--- config.mk ---
export PLATFORM = sky130hd
export DESIGN_NAME = uart_fifo_flow_status
export DESIGN_NICKNAME = d
export VERILOG_FILES = /design/src/hdl/uart_fifo4.v /design/src/hdl/uart_fifo_flow_status.v
export VERILOG_INCLUDE_DIRS = /design/src /design/src/common
export SDC_FILE = /design/constraint.sdc
export NUM_CORES = 1
export LEC_CHECK = 0
export BUFFER_PORTS_ARGS = -buffer_cell sky130_fd_sc_hd__buf_2
export CORE_MARGIN = 4
export CORE_UTILIZATION = 26
export DETAILED_ROUTE_END_ITERATION = 8
export HOLD_SLACK_MARGIN = 0.02
export MAX_ROUTING_LAYER = met4
export PLACE_DENSITY = 0.38
export SYNTH_ARGS = -nofsm -noshare
export SYNTH_HDL_FRONTEND = slang
export SYNTH_SLANG_ARGS = --single-unit
--- constraint.sdc ---
create_clock -name CLK -period 7.2 [get_ports CLK]
set_input_delay 0.72 -clock CLK [delete_from_list [all_inputs] [get_ports CLK]]
set_output_delay 0.72 -clock CLK [all_outputs]
set_load 0.005 [all_outputs]
--- src/common/uart_defs.vh ---
`ifndef UART_DEFS_VH
`define UART_DEFS_VH

// Register byte addresses
`define ADDR_SERIAL_DATA    32'h4000c800
`define ADDR_UART_CONFIG    32'h4000c804
`define ADDR_BIT_PERIOD     32'h4000c808
`define ADDR_IRQ_FLAGS      32'h4000c80c
`define ADDR_IRQ_ENABLE     32'h4000c810
`define ADDR_IRQ_MODE       32'h4000c814
`define ADDR_TOP_IRQ_EN     32'h4000c818
`define ADDR_DMA_CONTROL    32'h4000c81c
`define ADDR_RX_ERR_OFF_A   32'h4000c820
`define ADDR_RX_ERR_OFF_B   32'h4000c824
`define ADDR_UART_STATUS    32'h4000c848

// Reset values
`define RST_UART_STATUS     32'h00000040
`define RST_UART_CONFIG     7'h00
`define RST_BIT_PERIOD      16'h0008

// Configuration fields
`define CFG_SW_REQUEST      0
`define CFG_FLOW_ENABLE     5
`define CFG_AUTO_REQUEST    6

// Status fields
`define ST_CTS_STATE        0
`define ST_RX_VALID         1
`define ST_TX_SPACE         2
`define ST_RX_OVERRUN       3
`define ST_FRAME_ERR        4
`define ST_PARITY_ERR       5
`define ST_TX_IDLE          6

// Interrupt flag positions
`define IRQ_RX_VALID        0
`define IRQ_TX_SPACE        1
`define IRQ_TX_IDLE         2
`define IRQ_RX_OVERRUN      3
`define IRQ_TX_BUF_A        4
`define IRQ_TX_BUF_B        5
`define IRQ_RX_BUF_A        6
`define IRQ_RX_BUF_B        7
`define IRQ_PARITY          8
`define IRQ_FRAME           9
`define IRQ_COUNT           10

// Sizes and counts
`define FIFO_DEPTH          3'd4
`define RTS_MIN_ROOM        3'd2
`define OVERRUN_LEAD        16'd4
`define TX_FRAME_BITS       4'd10

`endif

--- src/hdl/uart_fifo4.v ---
`timescale 1ns/1ps
`include "uart_defs.vh"

module uart_fifo4 (
	// Clock and reset
	input  wire        clk,
	input  wire        rst,
	// Write side
	input  wire        push,
	input  wire [9:0]  din,
	// Read side
	input  wire        pop,
	output wire [9:0]  dout,
	// Fill level
	output wire [2:0]  count
);
	reg [9:0] mem [0:3];
	reg [1:0] wptr_r;
	reg [1:0] rptr_r;
	reg [2:0] count_r;
	wire      do_push;
	wire      do_pop;

	assign do_pop  = pop && (count_r != 3'd0);
	// A push into a full FIFO is dropped; only the receive caller reports it, as overrun
	assign do_push = push && (count_r != `FIFO_DEPTH);
	assign dout    = mem[rptr_r];
	assign count   = count_r;

	always @(posedge clk) begin
		if (do_push)
			mem[wptr_r] <= din;
	end

	always @(posedge clk or posedge rst) begin
		if (rst) begin
			wptr_r  <= 2'd0;
			rptr_r  <= 2'd0;
			count_r <= 3'd0;
		end else begin
			if (do_push)
				wptr_r <= wptr_r + 2'd1;
			if (do_pop)
				rptr_r <= rptr_r + 2'd1;
			if (do_push && !do_pop)
				count_r <= count_r + 3'd1;
			else if (do_pop && !do_push)
				count_r <= count_r - 3'd1;
		end
	end
endmodule

--- src/hdl/uart_fifo_flow_status.v ---
// The implementer's own choice: the APB slave port.
`timescale 1ns/1ps
`include "uart_defs.vh"

module uart_fifo_flow_status (
	// Clock and reset
	input  wire        CLK,
	input  wire        RESET,
	// APB slave
	input  wire        PSEL,
	input  wire        PENABLE,
	input  wire        PWRITE,
	input  wire [31:0] PADDR,
	input  wire [31:0] PWDATA,
	output reg  [31:0] PRDATA,
	output reg         PREADY,
	output reg         PSLVERR,
	// Serial line
	output reg         TXD,
	input  wire        CLEAR_TO_SEND_IN_N,
	output reg         REQUEST_TO_SEND_OUT_N,
	// Received characters from the deserializer
	input  wire        RX_STB,
	input  wire [7:0]  RX_DATA,
	input  wire        RX_PERR,
	input  wire        RX_FERR,
	// Transmit DMA channel
	input  wire        DMA_TX_REQ,
	input  wire [7:0]  DMA_TX_DATA,
	output reg         DMA_TX_ACK,
	input  wire        TX_BUF_ACTIVE_A,
	input  wire        TX_BUF_ACTIVE_B,
	// Receive DMA channel
	input  wire        DMA_RX_REQ,
	output reg         DMA_RX_ACK,
	output reg  [7:0]  DMA_RX_DATA,
	input  wire        DMA_RX_BUF,
	input  wire [15:0] DMA_RX_OFFSET,
	input  wire        DMA_RX_LOAD_A,
	input  wire        DMA_RX_LOAD_B,
	input  wire        RX_BUF_ACTIVE_A,
	input  wire        RX_BUF_ACTIVE_B,
	// Interrupt to processor
	output reg         IRQ
);
	// Registers
	reg  [6:0]  uart_config_r;
	reg  [15:0] bit_period_r;
	reg  [9:0]  irq_flags_r;
	reg  [9:0]  irq_enable_r;
	reg  [2:0]  irq_mode_r;
	reg         top_irq_en_r;
	reg         rx_overrun_r;
	reg  [16:0] err_off_a_r;
	reg  [16:0] err_off_b_r;
	// Line side
	reg         cts_meta_r;
	reg         cts_sync_r;
	reg  [9:0]  tx_shift_r;
	reg  [3:0]  tx_bits_r;
	reg  [15:0] tx_timer_r;
	reg         tx_busy_r;
	// Edge history
	reg  [2:0]  lvl_prev_r;
	reg  [3:0]  act_prev_r;
	wire        flow_ctrl_enable;
	wire        auto_request_ctrl;
	wire        sw_request_bit;
	wire [2:0]  tx_count;
	wire [2:0]  rx_count;
	wire [9:0]  tx_head;
	wire [9:0]  rx_head;
	wire        apb_access;
	wire        apb_done;
	wire        apb_wr;
	wire        apb_rd;
	wire        sw_tx_push;
	wire        sw_rx_pop;
	wire        dma_tx_push;
	wire        dma_rx_pop;
	wire        tx_push;
	wire        rx_pop;
	wire        rx_lost;
	wire        tx_start;
	wire        cts_state_flag;
	wire        tx_idle_flag;
	wire        tx_space_flag;
	wire        rx_valid_flag;
	wire        parity_error_flag;
	wire        frame_error_flag;
	wire [31:0] uart_status;
	wire [2:0]  lvl_now;
	wire [3:0]  act_now;
	wire        dma_err_char;
	wire        rx_dma_reset_a;
	wire        rx_dma_reset_b;
	reg  [9:0]  irq_set;
	reg  [31:0] rdata_nxt;
	reg         addr_ok;
	function sel;
		input [31:0] a;
		input [31:0] b;
		begin
			sel = (a == b);
		end
	endfunction
	assign flow_ctrl_enable  = uart_config_r[`CFG_FLOW_ENABLE];
	assign auto_request_ctrl = uart_config_r[`CFG_AUTO_REQUEST];
	assign sw_request_bit    = uart_config_r[`CFG_SW_REQUEST];
	// Effects land only at the edge the master samples PREADY high
	assign apb_access = PSEL && PENABLE;
	assign apb_done   = apb_access && PREADY;
	assign apb_wr     = apb_done && PWRITE;
	assign apb_rd     = apb_done && !PWRITE;
	assign sw_tx_push  = apb_wr && sel(PADDR, `ADDR_SERIAL_DATA);
	assign sw_rx_pop   = apb_rd && sel(PADDR, `ADDR_SERIAL_DATA);
	// Software has priority; a refused DMA request simply gets no ack
	assign dma_tx_push = DMA_TX_REQ && !sw_tx_push &&
		(tx_count != `FIFO_DEPTH);
	assign dma_rx_pop  = DMA_RX_REQ && !sw_rx_pop &&
		(rx_count != 3'd0);
	assign tx_push     = sw_tx_push || dma_tx_push;
	assign rx_pop      = sw_rx_pop || dma_rx_pop;
	// A pop in the same cycle does not make room; the FIFO counts it full
	assign rx_lost     = RX_STB && (rx_count == `FIFO_DEPTH);
	uart_fifo4 tx_fifo (
		.clk   (CLK),
		.rst   (RESET),
		.push  (tx_push),
		.din   ({2'b00, sw_tx_push ? PWDATA[7:0] : DMA_TX_DATA}),
		.pop   (tx_start),
		.dout  (tx_head),
		.count (tx_count)
	);
	uart_fifo4 rx_fifo (
		.clk   (CLK),
		.rst   (RESET),
		.push  (RX_STB),
		.din   ({RX_FERR, RX_PERR, RX_DATA}),
		.pop   (rx_pop),
		.dout  (rx_head),
		.count (rx_count)
	);
	// Status
	assign cts_state_flag    = ~cts_sync_r;
	assign tx_idle_flag      = (tx_count == 3'd0) && !tx_busy_r;
	assign tx_space_flag     = (tx_count != `FIFO_DEPTH);
	assign rx_valid_flag     = (rx_count != 3'd0);
	assign parity_error_flag = rx_valid_flag && rx_head[8];
	assign frame_error_flag  = rx_valid_flag && rx_head[9];
	assign uart_status = {25'h0000000, tx_idle_flag, parity_error_flag,
		frame_error_flag, rx_overrun_r, tx_space_flag, rx_valid_flag,
		cts_state_flag};
	// Transmit start gate: CTS only matters with flow control on
	assign tx_start = !tx_busy_r && (tx_count != 3'd0) &&
		(!flow_ctrl_enable || cts_state_flag);
	// Interrupt sources
	assign lvl_now = {tx_idle_flag, tx_space_flag, rx_valid_flag};
	assign act_now = {RX_BUF_ACTIVE_B, RX_BUF_ACTIVE_A,
		TX_BUF_ACTIVE_B, TX_BUF_ACTIVE_A};
	assign dma_err_char   = dma_rx_pop && (rx_head[8] || rx_head[9]);
	assign rx_dma_reset_a = apb_wr && sel(PADDR, `ADDR_DMA_CONTROL) &&
		PWDATA[0];
	assign rx_dma_reset_b = apb_wr && sel(PADDR, `ADDR_DMA_CONTROL) &&
		PWDATA[1];
	integer i;
	always @* begin
		irq_set = 10'h000;
		for (i = 0; i < 3; i = i + 1)
			irq_set[i] = irq_mode_r[i] ? lvl_now[i] :
				(lvl_now[i] && !lvl_prev_r[i]);
		irq_set[`IRQ_RX_OVERRUN] = rx_lost;
		irq_set[7:4] = act_prev_r & ~act_now;
		irq_set[`IRQ_PARITY] = RX_STB && RX_PERR;
		irq_set[`IRQ_FRAME]  = RX_STB && RX_FERR;
	end
	// Read mux and address check
	always @* begin
		rdata_nxt = 32'h00000000;
		addr_ok   = 1'b1;
		case (PADDR)
		`ADDR_SERIAL_DATA: rdata_nxt = {24'h000000, rx_head[7:0]};
		`ADDR_UART_CONFIG: rdata_nxt = {25'h0000000, uart_config_r};
		`ADDR_BIT_PERIOD:  rdata_nxt = {16'h0000, bit_period_r};
		`ADDR_IRQ_FLAGS:   rdata_nxt = {22'h000000, irq_flags_r};
		`ADDR_IRQ_ENABLE:  rdata_nxt = {22'h000000, irq_enable_r};
		`ADDR_IRQ_MODE:    rdata_nxt = {29'h00000000, irq_mode_r};
		`ADDR_TOP_IRQ_EN:  rdata_nxt = {31'h00000000, top_irq_en_r};
		`ADDR_DMA_CONTROL: rdata_nxt = 32'h00000000;
		`ADDR_RX_ERR_OFF_A: rdata_nxt = {15'h0000, err_off_a_r};
		`ADDR_RX_ERR_OFF_B: rdata_nxt = {15'h0000, err_off_b_r};
		`ADDR_UART_STATUS: rdata_nxt = uart_status;
		default:           addr_ok = 1'b0;
		endcase
	end

	// APB: one wait state, answer registered
	always @(posedge CLK or posedge RESET) begin
		if (RESET) begin
			PREADY  <= 1'b0;
			PRDATA  <= 32'h00000000;
			PSLVERR <= 1'b0;
		end else if (apb_access && !PREADY) begin
			PREADY  <= 1'b1;
			PRDATA  <= PWRITE ? 32'h00000000 : rdata_nxt;
			PSLVERR <= !addr_ok;
		end else begin
			PREADY  <= 1'b0;
			PSLVERR <= 1'b0;
		end
	end

	// Software registers
	always @(posedge CLK or posedge RESET) begin
		if (RESET) begin
			uart_config_r <= `RST_UART_CONFIG;
			bit_period_r  <= `RST_BIT_PERIOD;
			irq_enable_r  <= 10'h000;
			irq_mode_r    <= 3'h0;
			top_irq_en_r  <= 1'b0;
		end else if (apb_wr) begin
			if (sel(PADDR, `ADDR_UART_CONFIG))
				uart_config_r <= PWDATA[6:0];
			if (sel(PADDR, `ADDR_BIT_PERIOD))
				bit_period_r <= PWDATA[15:0];
			if (sel(PADDR, `ADDR_IRQ_ENABLE))
				irq_enable_r <= PWDATA[9:0];
			if (sel(PADDR, `ADDR_IRQ_MODE))
				irq_mode_r <= PWDATA[2:0];
			if (sel(PADDR, `ADDR_TOP_IRQ_EN))
				top_irq_en_r <= PWDATA[0];
		end
	end

	// Sticky flags; a new event wins over a clear in the same cycle
	always @(posedge CLK or posedge RESET) begin
		if (RESET) begin
			irq_flags_r  <= 10'h000;
			rx_overrun_r <= 1'b0;
			lvl_prev_r   <= 3'h6; // Idle levels: no false edge after reset
			act_prev_r   <= 4'h0;
			IRQ          <= 1'b0;
		end else begin
			if (apb_wr && sel(PADDR, `ADDR_IRQ_FLAGS))
				irq_flags_r <= (irq_flags_r & ~PWDATA[9:0]) | irq_set;
			else
				irq_flags_r <= irq_flags_r | irq_set;
			if (rx_lost)
				rx_overrun_r <= 1'b1;
			else if (sw_rx_pop)
				rx_overrun_r <= 1'b0;
			lvl_prev_r <= lvl_now;
			act_prev_r <= act_now;
			IRQ <= top_irq_en_r && |(irq_flags_r & irq_enable_r);
		end
	end

	// Receive error offsets: bit 16 marks a recorded offset
	always @(posedge CLK or posedge RESET) begin
		if (RESET) begin
			err_off_a_r <= 17'h00000;
			err_off_b_r <= 17'h00000;
		end else begin
			if ((dma_err_char || rx_lost) && !DMA_RX_BUF &&
				!err_off_a_r[16])
				err_off_a_r <= {1'b1, rx_lost ?
					DMA_RX_OFFSET + `OVERRUN_LEAD :
					DMA_RX_OFFSET};
			else if (rx_dma_reset_a || DMA_RX_LOAD_A)
				err_off_a_r <= 17'h00000;
			if ((dma_err_char || rx_lost) && DMA_RX_BUF &&
				!err_off_b_r[16])
				err_off_b_r <= {1'b1, rx_lost ?
					DMA_RX_OFFSET + `OVERRUN_LEAD :
					DMA_RX_OFFSET};
			else if (rx_dma_reset_b || DMA_RX_LOAD_B)
				err_off_b_r <= 17'h00000;
		end
	end
	// DMA handshakes
	always @(posedge CLK or posedge RESET) begin
		if (RESET) begin
			DMA_TX_ACK  <= 1'b0;
			DMA_RX_ACK  <= 1'b0;
			DMA_RX_DATA <= 8'h00;
		end else begin
			DMA_TX_ACK <= dma_tx_push;
			DMA_RX_ACK <= dma_rx_pop;
			if (dma_rx_pop)
				DMA_RX_DATA <= rx_head[7:0];
		end
	end
	// Line inputs and RTS
	always @(posedge CLK or posedge RESET) begin
		if (RESET) begin
			cts_meta_r            <= 1'b1;
			cts_sync_r            <= 1'b1;
			REQUEST_TO_SEND_OUT_N <= 1'b1;
		end else begin
			cts_meta_r <= CLEAR_TO_SEND_IN_N;
			cts_sync_r <= cts_meta_r;
			if (!flow_ctrl_enable)
				REQUEST_TO_SEND_OUT_N <= 1'b1;
			else if (auto_request_ctrl)
				REQUEST_TO_SEND_OUT_N <=
					!((`FIFO_DEPTH - rx_count) >= `RTS_MIN_ROOM);
			else
				REQUEST_TO_SEND_OUT_N <= !sw_request_bit;
		end
	end
	// Transmit shifter: start, 8 data, stop; CTS is not looked at once busy
	always @(posedge CLK or posedge RESET) begin
		if (RESET) begin
			tx_shift_r <= 10'h3ff;
			tx_bits_r  <= 4'h0;
			tx_timer_r <= 16'h0000;
			tx_busy_r  <= 1'b0;
			TXD        <= 1'b1;
		end else if (tx_start) begin
			tx_shift_r <= {1'b1, tx_head[7:0], 1'b0};
			tx_bits_r  <= `TX_FRAME_BITS;
			tx_timer_r <= 16'h0000;
			tx_busy_r  <= 1'b1;
		end else if (tx_busy_r) begin
			if (tx_timer_r == 16'h0000) begin
				TXD        <= tx_shift_r[0];
				tx_shift_r <= {1'b1, tx_shift_r[9:1]};
				tx_timer_r <= bit_period_r;
				if (tx_bits_r == 4'h0)
					tx_busy_r <= 1'b0;
				else
					tx_bits_r <= tx_bits_r - 4'h1;
			end else begin
				tx_timer_r <= tx_timer_r - 16'h0001;
			end
		end else begin
			TXD <= 1'b1;
		end
	end
endmodule

==> reports/metrics.csv <==
stage;metric;value;unit
min_path;worstHoldPathType;input port to register;
logic_synthesis;synth_top_area_cell;dfrtp_1;
drt;antenna_left;0;
timing;timing.final.crit_share;50.7;%
pwr;p_leak;5.77;nW
global_route;grt_pass1_wl;52.7;mm
worst_setup_path;cp_common_cell;xor2_1;
timing;slew_violations;0;
placement;dp_hpwl;24.8;mm
die;dieWidth;216;um
final_layout;syn_to_final_growth;19.8;%
logic_synthesis;syn_area_per_cell;12.7;um2
timing;setup_violations;0;
drt;routed_wirelength;34.7;mm
die;start_util;26.2;%
global_route;antenna_found_initial;3;
timing;finClkSkew;0.0150;ns
die;dieArea;0.0467;mm2
worst_setup_path;critPathMaxStageDelay;0.57;ns
placement;io_buffer_count;129;
worst_setup_path;startpoint_type;input port;
worst_setup_path;critPathTopFamily;simple AND/OR/NAND/NOR gates;
worst_setup_path;worstPathArrival;4.13;ns
timing;rsz0062_at_grt;false;
placement;dp.cells;1571;
clock_network;cts_resized;0;
worst_setup_path;path_class;input port to register;
worst_setup_path;path_cells;buf_2, nor4_2, nand4_4, nor4_4, and2_1, o21a_2, ha_1, inv_1, fa_1, xor2_1, nor2_1, xor2_1;
global_route;gr-total-overflow;0;
timing;finalCriticalPeriod;3.65;ns
timing;hold_viol;0;
timing;layout_setup_ws;3.55;ns
clock_network;cts_root_buf;clkbuf_16;
clock_network;clkLatencyLatePin;0.56;ns
final_layout;nets;1153;
logic_synthesis;syn_area;0.0113;mm2
timing;worstMarginPinSlew;1.05;ns
drt;via_per_inst;4.72;
logic_synthesis;synthCells;886;
clock_network;cts_sinks;239;
clock_network;hold_buffers;0;
final_layout;final_common_cell;dfrtp_1;
drt;drt-initial-drc-count;521;
timing;max_freq;274;MHz
final_layout;final_cells;1631;
global_route;grt_usage;15.1;%
worst_setup_path;cp.required;7.68;ns
drt;firstDrtPassIters;6;
pwr;cellPowerDensity;317;mW/mm2
logic_synthesis;ys_types;73;
outcome;status;complete, no violations;
die;die_h;216;um
final_layout;final_cell_mix;dfrtp_1, buf_2, nand2_1;
logic_synthesis;yosysSeqAreaShare;56.5;%
logic_synthesis;synth_top_area_share;33.5;%
die;pin_count;161;
pwr;ir_drop;0.000192;V
clock_network;numCtsBuffers;30;
final_layout;fin_util;31.4;%
global_route;first_global_vias;7964;
placement;pre_cts_ws;2.90;ns
final_layout;drive_above_1_share;29.1;%
worst_setup_path;cp_max_fo;24;
drt;dr_total_vias;7698;
clock_network;cts_tree;built;
timing;setup_tns;0;ns
timing;slew_headroom;30.0;%
clock_network;cts.path.max_buffers;3;
run;max_cap_viol_count;0;
clock_network;htreeDepth;1;
global_route;grt_max_degree;74;
die;core_area;0.0430;mm2
die;row_count;76;
clock_network;clk_pin_slew;0.06;ns
logic_synthesis;ys.warnings.count;0;
worst_setup_path;cpMaxStageDelayCell;nor4_4;
worst_setup_path;crit_buf_inv;2;
placement;gp_congestion;0.813;
worst_setup_path;endpoint_kind;register;
logic_synthesis;synth_area_leaders;dfrtp_1, edfxtp_1, mux2_2, dfstp_2, mux4_2;
logic_synthesis;ys_seq_elements;239;
logic_synthesis;synth-edff-count;72;
logic_synthesis;synth-main-ff-cell;dfrtp_1;
clock_network;cts_setup_buffers;0;
drt;drc_errors;0;
logic_synthesis;synth-async-reset-ratio;69.9;%
drt;routedWlPerCell;21.3;um
cell type report:
class | count | area (um2)
inverters | 30 | 118
diodes | 4 | 10.0
clock buffers | 43 | 841
multi-input cells | 576 | 4560
flip-flops and latches | 239 | 6360
repair buffers | 141 | 736
clock inverters | 13 | 143
well taps | 585 | 732
fillers | 4421 | 29500
per-layer routing:
metal	vias up	part of all wire, %	global-route usage [%]
met1	3903	46	20.6
li1	3565	-	-
met2	179	47	24.0
met5	-	0	-
met4	0	2.2	3.22
met3	51	5.0	2.68
synth_stat cells, types with 13 or more instances:
| cell | count |
|---|---|
| mux2_2 | 46 |
| a22o_1 | 21 |
| nand2_1 | 108 |
| dfrtp_1 | 151 |
| inv_1 | 29 |
| o21ai_0 | 32 |
| dfstp_2 | 16 |
| nor4_1 | 15 |
| ha_1 | 19 |
| buf_4 | 18 |
| xnor2_1 | 15 |
| a22oi_1 | 22 |
| a222oi_1 | 14 |
| mux2i_1 | 35 |
| nor2_1 | 23 |
| nor3_1 | 18 |
| mux4_2 | 18 |
| xor2_1 | 13 |
| edfxtp_1 | 72 |
| and2_1 | 14 |
| clkbuf_1 | 20 |
cell families after synthesis:
group | after synthesis | synth area share [%]
adder cells (fa/ha/maj) | 21 | 2.47
AND/OR/NAND/NOR | 253 | 12.5
AO/OA/AOI/OAI | 150 | 9.90
other | 1 | 0.0333
XOR/XNOR | 28 | 2.18
multiplexers | 109 | 12.6
buffers and inverters | 85 | 3.81
flip-flops | 239 | 56.5
power by group:
group / total [W] / leakage (nW) / internal [W] / switching (W)
Clock: 0.00151 / 0.479 / 0.000914 / 0.000595
Combinational: 0.000870 / 2.51 / 0.000401 / 0.000469
Sequential: 0.00190 / 2.78 / 0.00170 / 0.000203
Total: 0.00428 / 5.77 / 0.00301 / 0.00127
metrics by stage:
stage	instance area (um2)	power [W]	hold WS (ns)
after detailed placement	12500	0.00282	0.347
after floorplan	11300	0.00250	0.345
after CTS	13500	0.00437	0.230
after global routing	13500	0.00455	0.233
after global placement	12500	0.00282	0.347
final	13500	0.00428	0.264
final timing paths:
path	start	end	slack, ns	cells past startpoint
max	PADDR[21]	tx_fifo.count[2]	3.55	12
min	CLEAR_TO_SEND_IN_N	cts_meta_r	0.26	1
max reg2reg	tx_timer_r[6]	tx_timer_r[5]	4.22	5
min reg2reg	cts_meta_r	cts_sync_r	0.36	0
max in group asynchronous	RESET	act_prev_r[0]	5.70	3
min in group asynchronous	RESET	PRDATA[13]	0.29	2
flip-flops by register name, summed over array words and instances, names as in the netlist, 16 cells and up:
register / count
PRDATA: 17
tx_fifo.mem: 32
rx_fifo.mem: 40
err_off_b_r: 17
err_off_a_r: 17
tx_timer_r: 16
bit_period_r: 16
Power figures use the tool's default switching activity.
